File: src/inc/sps_defines.svh
// register offsets, field positions, reset values and masks of the soft-pin section
`ifndef SPS_DEFINES_SVH
`define SPS_DEFINES_SVH

// register indices; byte address is four times the index
`define SPS_IDX_FREQ_SEL  14'h0C01
`define SPS_IDX_ENABLE    14'h0C03
`define SPS_IDX_REF_SCALE 14'h0C04
`define SPS_IDX_CH_SCALE  14'h0C05
`define SPS_IDX_LOOP      14'h0C06
`define SPS_IDX_START     14'h0C07
`define SPS_IDX_SPRESET   14'h0C08

// writable bits of each register, reserved bits clear
`define SPS_MASK_FREQ_SEL 8'hFF
`define SPS_MASK_ENABLE   8'h01
`define SPS_MASK_SCALE    8'h0F
`define SPS_MASK_LOOP     8'h1F
`define SPS_MASK_GO       8'h01

// reset value of every register
`define SPS_RST_VAL       8'h00

// field positions
`define SPS_EN_BIT        0
`define SPS_GO_BIT        0
`define SPS_HIGH_PM_BIT   4
`define SPS_LO_FIELD      1:0
`define SPS_HI_FIELD      3:2
`define SPS_IN_SEL_FIELD  3:0
`define SPS_OUT_SEL_FIELD 7:4

// scale factors and defaults
`define SPS_DIV_1         5'h01
`define SPS_DIV_4         5'h04
`define SPS_DIV_8         5'h08
`define SPS_DIV_16        5'h10
`define SPS_LOOP_BW_DFLT  2'h0
`define SPS_TOL_DFLT      2'h0

`endif

File: src/inc/sps_pkg.sv
// types of the soft-pin section two configuration bank
package sps_pkg;

  // settings handed to the translation loader
  typedef struct packed {
    logic [3:0] in_sel;
    logic [3:0] out_sel;
    logic [4:0] ref_first_div;
    logic [4:0] ref_second_div;
    logic [4:0] ch0_div;
    logic [4:0] ch1_div;
    logic       high_pm;
    logic [1:0] loop_bw;
    logic [1:0] freq_tol;
  } sps_applied_s;

  // download sequencer
  typedef enum logic [0:0] {
    SPS_IDLE,
    SPS_LOAD
  } sps_state_e;

endpackage : sps_pkg

File: src/hdl/sps_config.sv
// soft-pin section two configuration registers with Avalon-MM slave
//
// Local design decision: register access over Avalon-MM.
`timescale 1ns/1ps
`default_nettype none
`include "sps_defines.svh"

// Behaviour
// section two honoured when enable is 1 and pin-program select pin low.
// enable resets to 0; while 0 section two scaling is ignored.
// second reference scale, bits 3:2, codes give divide 1, 4, 8, 16.
// first reference scale, bits 1:0, codes give divide 1, 4, 8, 16.
// channel one output scale, bits 3:2, divide 1, 4, 8, 16.
// channel zero output scale, bits 1:0, divide 1, 4, 8, 16.
// loop bit 4 picks 70 or 88.5 degree phase margin filter.
// loop bits 3:2 set loop bandwidth, code 00 is 50 Hz.
// scales apply to the preset input and output selections.
// settings take effect only on start transfer or soft-pin reset.
// start bit begins download and clears itself when download completes.
// input selection picks one of sixteen presets, profiles reloaded.
// reserved bits read zero and writes to them are ignored.
module sps_config (
  input  wire logic                 clk,
  input  wire logic                 reset_n,
  input  wire logic [15:0]          address,
  input  wire logic                 read,
  input  wire logic                 write,
  input  wire logic [3:0]           byteenable,
  input  wire logic [31:0]          writedata,
  output logic      [31:0]          readdata,
  output logic                      waitrequest,
  input  wire logic                 pin_program_select_pin,
  output logic                      rom_load_start,
  input  wire logic                 rom_load_done,
  output logic                      rom_load_busy,
  output sps_pkg::sps_applied_s     applied
);

  // -------------------------------------------------------------
  // helpers
  // -------------------------------------------------------------

  // scale code to divide ratio
  function automatic logic [4:0] scale_div(input logic [1:0] code);
    logic [4:0] d;
    d = `SPS_DIV_1;
    unique case (code)
      2'h0: d = `SPS_DIV_1;
      2'h1: d = `SPS_DIV_4;
      2'h2: d = `SPS_DIV_8;
      2'h3: d = `SPS_DIV_16;
    endcase
    return d;
  endfunction : scale_div

  // -------------------------------------------------------------
  // bus slave
  // -------------------------------------------------------------

  logic        ack_reg;
  logic        ack_next;
  logic [31:0] rdata_reg;
  logic [31:0] rdata_next;
  logic [13:0] idx;
  logic        aligned;
  logic        wr_go;
  logic [7:0]  wbyte;

  assign idx     = address[15:2];
  assign aligned = (address[1:0] == 2'h0);
  // one wait cycle, then the answer
  assign waitrequest = (read | write) & ~ack_reg;
  assign wr_go       = write & ack_reg & byteenable[0] & aligned;
  assign wbyte       = writedata[7:0];
  assign readdata    = rdata_reg;

  logic [7:0] sel_reg, sel_next;
  logic [7:0] en_reg, en_next;
  logic [7:0] ref_reg, ref_next;
  logic [7:0] ch_reg, ch_next;
  logic [7:0] loop_reg, loop_next;
  logic [7:0] start_reg, start_next;
  logic [7:0] sprst_reg, sprst_next;

  sps_pkg::sps_state_e state_reg, state_next;
  sps_pkg::sps_applied_s applied_reg, applied_next;
  logic load_go;
  logic load_done;
  logic honour;
  logic start_pulse_reg;

  // answer and read data
  always_comb begin
    ack_next   = (read | write) & ~ack_reg;
    rdata_next = rdata_reg;
    if ((read | write) & ~ack_reg) begin
      rdata_next = 32'h0000_0000;
      if (aligned) begin
        // reserved read zero
        unique case (idx)
          `SPS_IDX_FREQ_SEL:  rdata_next[7:0] = sel_reg;
          `SPS_IDX_ENABLE:    rdata_next[7:0] = en_reg;
          `SPS_IDX_REF_SCALE: rdata_next[7:0] = ref_reg;
          `SPS_IDX_CH_SCALE:  rdata_next[7:0] = ch_reg;
          `SPS_IDX_LOOP:      rdata_next[7:0] = loop_reg;
          `SPS_IDX_START:     rdata_next[7:0] = start_reg;
          `SPS_IDX_SPRESET:   rdata_next[7:0] = sprst_reg;
          default:            rdata_next = 32'h0000_0000;
        endcase
      end
    end
  end

  always_ff @(posedge clk or negedge reset_n) begin
    if (!reset_n) begin
      ack_reg   <= 1'b0;
      rdata_reg <= 32'h0000_0000;
    end else begin
      ack_reg   <= ack_next;
      rdata_reg <= rdata_next;
    end
  end

  // -------------------------------------------------------------
  // configuration registers
  // -------------------------------------------------------------

  assign load_done = (state_reg == sps_pkg::SPS_LOAD) & rom_load_done;

  // software writes; hardware clears go bits at download end
  always_comb begin
    sel_next   = sel_reg;
    en_next    = en_reg;
    ref_next   = ref_reg;
    ch_next    = ch_reg;
    loop_next  = loop_reg;
    start_next = start_reg;
    sprst_next = sprst_reg;
    // self clearing start
    if (load_done) begin
      start_next = `SPS_RST_VAL;
      sprst_next = `SPS_RST_VAL;
    end
    // reserved writes dropped
    if (wr_go) begin
      unique case (idx)
        `SPS_IDX_FREQ_SEL:  sel_next  = wbyte & `SPS_MASK_FREQ_SEL;
        `SPS_IDX_ENABLE:    en_next   = wbyte & `SPS_MASK_ENABLE;
        `SPS_IDX_REF_SCALE: ref_next  = wbyte & `SPS_MASK_SCALE;
        `SPS_IDX_CH_SCALE:  ch_next   = wbyte & `SPS_MASK_SCALE;
        `SPS_IDX_LOOP:      loop_next = wbyte & `SPS_MASK_LOOP;
        // set wins over the hardware clear
        `SPS_IDX_START: begin
          if (wbyte[`SPS_GO_BIT]) start_next = `SPS_MASK_GO;
        end
        `SPS_IDX_SPRESET: begin
          if (wbyte[`SPS_GO_BIT]) sprst_next = `SPS_MASK_GO;
        end
        default: ;
      endcase
    end
  end

  // enable resets clear
  always_ff @(posedge clk or negedge reset_n) begin
    if (!reset_n) begin
      sel_reg   <= `SPS_RST_VAL;
      en_reg    <= `SPS_RST_VAL;
      ref_reg   <= `SPS_RST_VAL;
      ch_reg    <= `SPS_RST_VAL;
      loop_reg  <= `SPS_RST_VAL;
      start_reg <= `SPS_RST_VAL;
      sprst_reg <= `SPS_RST_VAL;
    end else begin
      sel_reg   <= sel_next;
      en_reg    <= en_next;
      ref_reg   <= ref_next;
      ch_reg    <= ch_next;
      loop_reg  <= loop_next;
      start_reg <= start_next;
      sprst_reg <= sprst_next;
    end
  end

  // -------------------------------------------------------------
  // download sequencer and applied settings
  // -------------------------------------------------------------

  // soft pins honoured
  assign honour  = en_reg[`SPS_EN_BIT] & ~pin_program_select_pin;
  assign load_go = (state_reg == sps_pkg::SPS_IDLE) &
                   (start_reg[`SPS_GO_BIT] | sprst_reg[`SPS_GO_BIT]);

  // snapshot settings when a download begins
  always_comb begin
    state_next   = state_reg;
    applied_next = applied_reg;
    unique case (state_reg)
      sps_pkg::SPS_IDLE: begin
        // apply on trigger
        if (load_go) begin
          state_next = sps_pkg::SPS_LOAD;
          // scales follow presets
          // preset input selection
          applied_next.in_sel  = sel_reg[`SPS_IN_SEL_FIELD];
          applied_next.out_sel = sel_reg[`SPS_OUT_SEL_FIELD];
          // defaults when disabled
          applied_next.ref_first_div  = `SPS_DIV_1;
          applied_next.ref_second_div = `SPS_DIV_1;
          applied_next.ch0_div        = `SPS_DIV_1;
          applied_next.ch1_div        = `SPS_DIV_1;
          applied_next.high_pm        = 1'b0;
          applied_next.loop_bw        = `SPS_LOOP_BW_DFLT;
          applied_next.freq_tol       = `SPS_TOL_DFLT;
          if (honour) begin
            // second reference scale
            applied_next.ref_second_div = scale_div(ref_reg[`SPS_HI_FIELD]);
            // first reference scale
            applied_next.ref_first_div  = scale_div(ref_reg[`SPS_LO_FIELD]);
            // channel one scale
            applied_next.ch1_div        = scale_div(ch_reg[`SPS_HI_FIELD]);
            // channel zero scale
            applied_next.ch0_div        = scale_div(ch_reg[`SPS_LO_FIELD]);
            // phase margin select
            applied_next.high_pm        = loop_reg[`SPS_HIGH_PM_BIT];
            // loop bandwidth code
            applied_next.loop_bw        = loop_reg[`SPS_HI_FIELD];
            applied_next.freq_tol       = loop_reg[`SPS_LO_FIELD];
          end
        end
      end
      sps_pkg::SPS_LOAD: begin
        if (rom_load_done) begin
          state_next = sps_pkg::SPS_IDLE;
        end
      end
    endcase
  end

  always_ff @(posedge clk or negedge reset_n) begin
    if (!reset_n) begin
      state_reg   <= sps_pkg::SPS_IDLE;
      applied_reg <= '{in_sel: 4'h0, out_sel: 4'h0,
                       ref_first_div: `SPS_DIV_1, ref_second_div: `SPS_DIV_1,
                       ch0_div: `SPS_DIV_1, ch1_div: `SPS_DIV_1,
                       high_pm: 1'b0, loop_bw: `SPS_LOOP_BW_DFLT,
                       freq_tol: `SPS_TOL_DFLT};
      start_pulse_reg <= 1'b0;
    end else begin
      state_reg   <= state_next;
      applied_reg <= applied_next;
      start_pulse_reg <= load_go;
    end
  end

  // loader outputs
  assign rom_load_start = start_pulse_reg;
  assign rom_load_busy  = (state_reg == sps_pkg::SPS_LOAD);
  assign applied        = applied_reg;
endmodule : sps_config

`default_nettype wire

File: config.mk
export PLATFORM = sky130hd
export DESIGN_NAME = sps_config
export DESIGN_NICKNAME = d
export VERILOG_FILES = /design/src/inc/sps_pkg.sv /design/src/hdl/sps_config.sv
export VERILOG_INCLUDE_DIRS = /design/src /design/src/inc
export SDC_FILE = /design/constraint.sdc
export NUM_CORES = 1
export LEC_CHECK = 0
export ABC_AREA = 1
export BUFFER_PORTS_ARGS = -buffer_cell sky130_fd_sc_hd__buf_2
export CAP_MARGIN = 20
export CELL_PAD_IN_SITES_DETAIL_PLACEMENT = 1
export CELL_PAD_IN_SITES_GLOBAL_PLACEMENT = 1
export CORE_MARGIN = 2
export CORE_UTILIZATION = 40
export DETAILED_ROUTE_END_ITERATION = 16
export PLACE_DENSITY_LB_ADDON = 0.15
export SYNTH_ARGS = -nofsm -noshare
export SYNTH_HDL_FRONTEND = slang
export SYNTH_SLANG_ARGS = --single-unit
File: constraint.sdc
create_clock -name clk -period 3.4 [get_ports clk]
set_input_delay 0.17 -clock clk [delete_from_list [all_inputs] [get_ports clk]]
set_output_delay 0.17 -clock clk [all_outputs]
set_load 0.005 [all_outputs]
## Word-level counts from Yosys, hierarchy flattened

Cells that the tools add are included.

- Reduce and logical (&&, ||, !) cells: 11
- Mux-type cells: 18
- Eq/ne operators: 19
- Bitwise gates (word level): 12

Operators by type and width:

| kind | count |
|---|---|
| $eq 14x12->1 const B | 7 |
| $pmux 5 s4 | 4 |
| $mux 8 | 9 |
| $pmux 8 s7 | 1 |
| $mux 25 | 1 |
| $eq 2x2->1 const B | 8 |
| $reduce_and 2->1 | 6 |
| $logic_not 2->1 | 5 |
| $eq 2x1->1 const B | 4 |
| $and 1x1->1 | 7 |
| $not 1->1 | 3 |
| $mux 1 | 2 |
| $or 1x1->1 | 2 |
| $pmux 1 s2 | 1 |

- Output and inout bits: 68
- Input port bits: 58
- Logic and storage cells: 80
- Register bits after elaboration: 106

## Longest topological paths before layout

Gate-level depths: netlist of the first run.

- Depth in word-level cells: 5
- Depth in mapped cells: 11
- Gate-level depth less buffers: 10

## Worst setup path before layout of the first run

No wires, ideal clock.

- Path type: register -> register
- Start: register ack_reg
- End: register rdata_reg[3] (netlist: readdata[3])
- Required time: 3.335 ns
- Buffers on the path: 0
- Arrival: 1.236 ns
- Path slack: 2.100 ns
- Setup time: 0.065 ns
- Cell stages (with the launch flop): 6
- Clock period less this slack: 1.300 ns
- Path through: dfrtp_1 > nor2_2 > clkinv_1 > nor3_1 > nand3_1 > nand2_1

- Longest elaborated chain between the ends: 2

RTL lines:

| element | RTL line | source |
|---|---|---|
| from (decl) | sps_config.sv:60 | `logic ack_reg;` |
| from (signal assigned) | sps_config.sv:119 | `ack_reg <= ack_next;` |
| $not 1->1 | n/a |  |
| $and 1x1->1 | n/a |  |
| named net waitrequest | sps_config.sv:31 | `output logic waitrequest,` |
| to (signal assigned) | sps_config.sv:120 | `rdata_reg <= rdata_next;` |
| to (decl) | sps_config.sv:62 | `logic [31:0] rdata_reg;` |

The timed path passes the listed nets, and every way through them passes these cells.
A chain may end at the register's enable or synchronous reset.

## Worst setup path after layout of the first run

- Start: register ack_reg
- End: register rdata_reg[3] (netlist: readdata[3])

- Longest elaborated chain between the ends: 2

RTL lines:

| element | RTL line | source |
|---|---|---|
| $not 1->1 | sps_config.sv:96 | `if ((read \| write) & ~ack_reg) begin` |
| $and 1x1->1 | sps_config.sv:96 |  |

No other way between the ends.

==> impl_metrics.json, run 1 <==
{
  "clkTransAtPathRegs_ns": 0.09,
  "die_w_um": 102,
  "htreeDepth": 3,
  "worstMarginPinSlew_ns": 0.977,
  "drv_slew": 0,
  "crit_type": "flip-flop to flip-flop",
  "syn_inst": 456,
  "multi_input_area_um2": 1620,
  "arrival_ns": 1.92,
  "first_pass_iters": 4,
  "status": "complete, but fails checks",
  "r2r_slack_ns": 1.78,
  "layout_common_cells": "nand2_1, dfrtp_1, buf_2",
  "holdWs_ns": -0.0603,
  "syn_area_um2": 3860,
  "fin_crit_sh": 0.475,
  "ios": 126,
  "max-cap-violations": 0,
  "start_util": 0.414,
  "cp_max_fo": 9,
  "layout_commonest_cell": "nand2_1",
  "coreArea_um2": 9330,
  "post_cts_resized": 0,
  "via_count": 3166,
  "grt_pass1_vias": 3144,
  "ctsLongestPathBuffers": 2,
  "fmax_ghz": 0.619,
  "worstSkewPairLatency_ns": 0.36,
  "groute.usage.overall": 0.195,
  "endpoint_kind": "flip-flop",
  "internal-power_mw": 1.31,
  "violations": "negative hold slack",
  "antenna_found_initial": 0,
  "gp_congestion": 0.802,
  "yosysUniqueCellTypes": 27,
  "synth-seq-cells": 78,
  "setup_viol": 0,
  "cts_sinks": 78,
  "ir_drop_uv": 160,
  "p_comb_frac": 0.049,
  "die_height_um": 102,
  "drtAntennaViolNets": 0,
  "synth-main-ff-cell": "dfrtp_1",
  "remaining_drc_errors": 0,
  "num_rows": 35,
  "swShare": 0.244,
  "slew_headroom": 0.349,
  "fin_crit_ns": 1.62,
  "cts_setup_buffers": 0,
  "grt_max_degree": 79,
  "cts_tree": "built",
  "power-per-cell-area_nw_per_um2": 394,
  "grt_pass1_wl_um": 15800,
  "drtIter0Drc": 93,
  "synthToLayoutAreaGrowth_pct": 14.3,
  "grt.overflow.total": 0,
  "dp_hpwl_um": 6790,
  "power_frac_clock": 0.415,
  "root_buffer": "clkbuf_8",
  "drt-total-wl_um": 9340,
  "required_ns": 3.71,
  "portBuffers": 70,
  "r2r-start": "ack_reg$_DFF_PN0_",
  "cts_buffers": 9,
  "die_area_um2": 10500,
  "cp-start-kind": "flip-flop",
  "reg2regPathDepth": 5,
  "yosysSeqAreaShare": 0.506,
  "num-fill-cells": 1166,
  "ff_latch_area_um2": 1960,
  "nNetsFinal": 583,
  "layout-drive-gt1-share": 0.230,
  "n_antenna_cell": 0,
  "p_seq_frac": 0.535,
  "tns_ns": 0,
  "r2r_end": "readdata[3]$_DFFE_PN0P_",
  "largest_reg_flops": 29,
  "synthArstFlopShare": 1.00,
  "syn_area_per_cell_um2": 8.48,
  "power.static_leakage_nw": 2.32,
  "yosysWarnings": 0,
  "avgViaCountPerCell": 4.80,
  "switchingPower_mw": 0.424,
  "hold_path_class": "input pin to asynchronous set/reset pin",
  "routedWlPerCell_um": 14.2,
  "clock_skew_ns": 0.00916,
  "synth-edff-count": 0,
  "hold_violations": 43,
  "rsz0062_at_grt": "no",
  "ctsHoldBuffers": 0
}
## how the worst max path moves through the flow
stage | startpoint | endpoint | cells past startpoint
floorplan | ack_reg$_DFF_PN0_ | readdata[3]$_DFFE_PN0P_ | 5
global placement | address[15] | readdata[1]$_DFFE_PN0P_ | 10
detailed placement | address[11] | readdata[2]$_DFFE_PN0P_ | 10
CTS | ack_reg$_DFF_PN0_ | readdata[3]$_DFFE_PN0P_ | 5
global route | ack_reg$_DFF_PN0_ | readdata[3]$_DFFE_PN0P_ | 5
finish | ack_reg$_DFF_PN0_ | readdata[3]$_DFFE_PN0P_ | 5
## Yosys cell counts (2+ instances only)
| master | number | share of area |
|---|---|---|
| nand2_1 | 140 | 0.14 |
| nor2_8 | 2 | 0.010 |
| dfstp_2 | 4 | 0.027 |
| a32o_1 | 6 | 0.016 |
| buf_4 | 29 | 0.056 |
| inv_1 | 24 | 0.023 |
| mux2_4 | 3 | 0.012 |
| nand3_2 | 2 | 0.0052 |
| nand3_1 | 52 | 0.067 |
| o21ai_0 | 35 | 0.045 |
| clkbuf_1 | 6 | 0.0058 |
| buf_6 | 3 | 0.0087 |
| nor2_4 | 7 | 0.020 |
| nand4_1 | 2 | 0.0032 |
| o21ai_1 | 6 | 0.0078 |
| buf_2 | 3 | 0.0039 |
| inv_2 | 2 | 0.0019 |
| nand3_4 | 2 | 0.0091 |
| nand2_2 | 2 | 0.0032 |
| nor2_1 | 39 | 0.038 |
| dfrtp_1 | 74 | 0.48 |
| nor2_2 | 8 | 0.013 |
## per-stage QoR
step,cell area (um2),util,setup WS [ns],instances,power (mW)
2_1_floorplan,3970,-,2.10,483,1.01
3_3_place_gp,4210,0.451,1.76,643,1.03
3_5_place_dp,4210,0.451,1.69,643,1.04
4_1_cts,4420,0.474,1.75,659,1.76
5_1_grt,4420,0.474,1.55,659,1.81
6_report,4420,0.474,1.78,659,1.74
## power by group through the flow
| stage | sequential, mW | clock, mW | combinational [mW] |
|---|---|---|---|
| final | 0.931 | 0.722 | 0.0857 |
| after global routing | 0.931 | 0.783 | 0.0994 |
| after CTS | 0.931 | 0.738 | 0.0881 |
| after detailed placement | 0.949 | 0 | 0.0878 |
| after global placement | 0.949 | 0 | 0.0857 |
| after floorplan | 0.949 | 0 | 0.0608 |
## critical path, stage by stage, from the launching register on
cell and delay (ns):
dfrtp_1 0.40, nor2_2 0.31, clkinv_1 0.33, nor3_1 0.32, nand3_1 0.12, nand2_1 0.07
## cells by family after synthesis
group	count (synthesis)	share of synthesized area
multiplexers	3	0.0117
AND/OR/NAND/NOR	259	0.311
buffers and inverters	68	0.101
flip-flops	78	0.506
AO/OA/AOI/OAI	47	0.0686
other	1	0.000970
## per-layer routing
layer  part of all wire  routed length (um)  vias to the layer above  GRT usage
met2               0.48                4490                       62      0.320
met1               0.47                4360                     1534      0.260
met3              0.032                 302                       18     0.0349
met4              0.019                 179                        0     0.0718
met5                  0                   0                        -          0
li1                   -                   -                     1552          -
## area by class of cell
class / count / area share
repair buffers: 72 / 0.0833
multi-input cells: 337 / 0.367
clock buffers: 10 / 0.0312
well taps: 129 / 0.0365
clock inverters: 6 / 0.0156
flip-flops and latches: 78 / 0.443
inverters: 27 / 0.0229
Note: power is estimated with default switching activity, not from simulation.
==> run 2, diff against run 1 <==
- CORE_UTILIZATION: 40 -> 37
- clock period: 3.4 -> 1.63 ns (I/O delays scaled with it)
==> run 2 against run 1 <==
  * The flow now finishes without violations
  * Clock power increased to 2.5 times the previous value
  * Cell area increased by 4.6%
  * Sequential cell count unchanged
  * Non-clock buffer count increased by 13
  * Setup slack got worse by 1.5 ns
  * Clock skew increased by 0.0055 ns
  * Total power increased by 130%
  * Largest cell class unchanged
  * Largest power group unchanged
  * Highest routed layer unchanged
==> impl_metrics.json, run 2 (synthesis gave the netlist of run 1 again) <==
{
  "status": "finished, final reports clean",
  "hold-path-cell-count": 3,
  "hold_path_class": "input pin to flip-flop",
  "root_buffer": "clkbuf_8",
  "die_height_um": 106,
  "pre_cts_slack_ns": 0.209,
  "arrival_ns": 1.59,
  "grt_pass1_wl_um": 16300,
  "r2r_end": "applied[27]$_DFFE_PN0P_",
  "start_util": 0.378,
  "crit_type": "flip-flop to flip-flop",
  "synthToLayoutAreaGrowth_pct": 19.6,
  "cp-endpoint": "applied[27]$_DFFE_PN0P_",
  "power.static_leakage_nw": 2.42,
  "fmax_ghz": 0.750,
  "remaining_drc_errors": 0,
  "rsz0062_at_grt": "no",
  "nNetsFinal": 596,
  "drv_slew": 0,
  "num-fill-cells": 1281,
  "ctsLongestPathBuffers": 2,
  "die_area_um2": 11300,
  "cts_sinks": 78,
  "largest_reg_flops": 29,
  "cts_tree": "built",
  "power-per-cell-area_nw_per_um2": 859,
  "ios": 126,
  "layout_commonest_cell": "nand2_1",
  "drtIter0Drc": 147,
  "endpoint_kind": "flip-flop",
  "tns_ns": 0,
  "grt.overflow.total": 0,
  "htreeDepth": 3,
  "gp_congestion": 0.743,
  "portBuffers": 70,
  "groute.usage.overall": 0.182,
  "reg2regPathDepth": 5,
  "grt_pass1_vias": 3366,
  "fin_crit_ns": 1.33,
  "dp_hpwl_um": 7130,
  "coreArea_um2": 10200,
  "critPathLaunch": "sprst_reg[0]$_DFF_PN0_",
  "num_rows": 37,
  "drt-total-wl_um": 9560,
  "worstMarginPinSlew_ns": 0.542,
  "drtAntennaViolNets": 0,
  "clock_skew_ns": 0.0146,
  "die_w_um": 106,
  "r2r_slack_ns": 0.30,
  "post_cts_resized": 0,
  "required_ns": 1.88,
  "ir_drop_uv": 398,
  "r2r-start": "sprst_reg[0]$_DFF_PN0_",
  "layout_common_cells": "nand2_1, dfrtp_1, buf_2",
  "n_antenna_cell": 0,
  "routedWlPerCell_um": 14.1,
  "layout_setup_ws_ns": 0.296,
  "via_count": 3171,
  "hold_violations": 0,
  "cp-start-kind": "flip-flop",
  "setup_viol": 0,
  "total_power_mw": 3.97,
  "antenna_found_initial": 0,
  "max-cap-violations": 0,
  "layout-drive-gt1-share": 0.239,
  "slew_headroom": 0.638,
  "cp_max_fo": 49,
  "cts_buffers": 9,
  "clkTransAtPathRegs_ns": 0.09,
  "fin_crit_sh": 0.818,
  "worstSkewPairLatency_ns": 0.35,
  "grt_max_degree": 50,
  "avgViaCountPerCell": 4.67,
  "first_pass_iters": 4
}
-- run 2: through the flow --
stage	instance area [um2]	std cells	utilization	hold slack [ns]
6_report	4620	679	0.452	0.0272
5_1_grt	4620	679	0.452	0.0375
4_1_cts	4620	679	0.452	0.0310
3_5_place_dp	4320	658	0.422	-0.0258
3_3_place_gp	4320	658	0.422	-0.0287
2_1_floorplan	3970	483	-	-0.214
-- run 2: power by group --
group,total [mW],switching [mW],internal (mW)
Combinational,0.211,0.139,0.0714
Clock,1.82,0.747,1.07
Sequential,1.94,0.00260,1.94
Total,3.97,0.888,3.08
-- run 2: worst min path at each step --
stage | slack, ns | from | to
after floorplan | -0.21 | reset_n | ack_reg$_DFF_PN0_
after global placement | -0.03 | reset_n | applied[7]$_DFFE_PN0P_
after detailed placement | -0.03 | reset_n | applied[8]$_DFFE_PN0P_
after CTS | 0.03 | writedata[4] | sel_reg[4]$_DFFE_PN0P_
after global routing | 0.04 | writedata[4] | sel_reg[4]$_DFFE_PN0P_
final | 0.03 | writedata[4] | sel_reg[4]$_DFFE_PN0P_
-- run 2: repair_timing --
item,CTS,global route
setup buffers,0,0
hold buffers,5,0
hold endpoints to repair,78,0
-- run 2: critical path, stage by stage, from the launching register on --
cell	delay [ns]
dfrtp_1	0.42
o21ai_2	0.19
buf_12	0.22
inv_1	0.21
nand2_1	0.12
nand2_1	0.05
-- run 2: final cells by class --
| class | count | area (um2) | share of cell area |
|---|---|---|---|
| clock buffers | 10 | 138 | 0.0298 |
| clock inverters | 6 | 116 | 0.0252 |
| inverters | 27 | 101 | 0.0219 |
| multi-input cells | 337 | 1620 | 0.351 |
| flip-flops and latches | 78 | 1960 | 0.424 |
| well taps | 136 | 170 | 0.0368 |
| repair buffers | 85 | 515 | 0.112 |
-- run 2: metal layers --
| metal | vias to the layer above | global-route usage | part of all wire |
|---|---|---|---|
| met1 | 1534 | 0.228 | 0.45 |
| met2 | 54 | 0.325 | 0.51 |
| met4 | 0 | 0.0451 | 0.0085 |
| met5 | - | 0 | 0 |
| li1 | 1574 | - | - |
| met3 | 9 | 0.0325 | 0.032 |
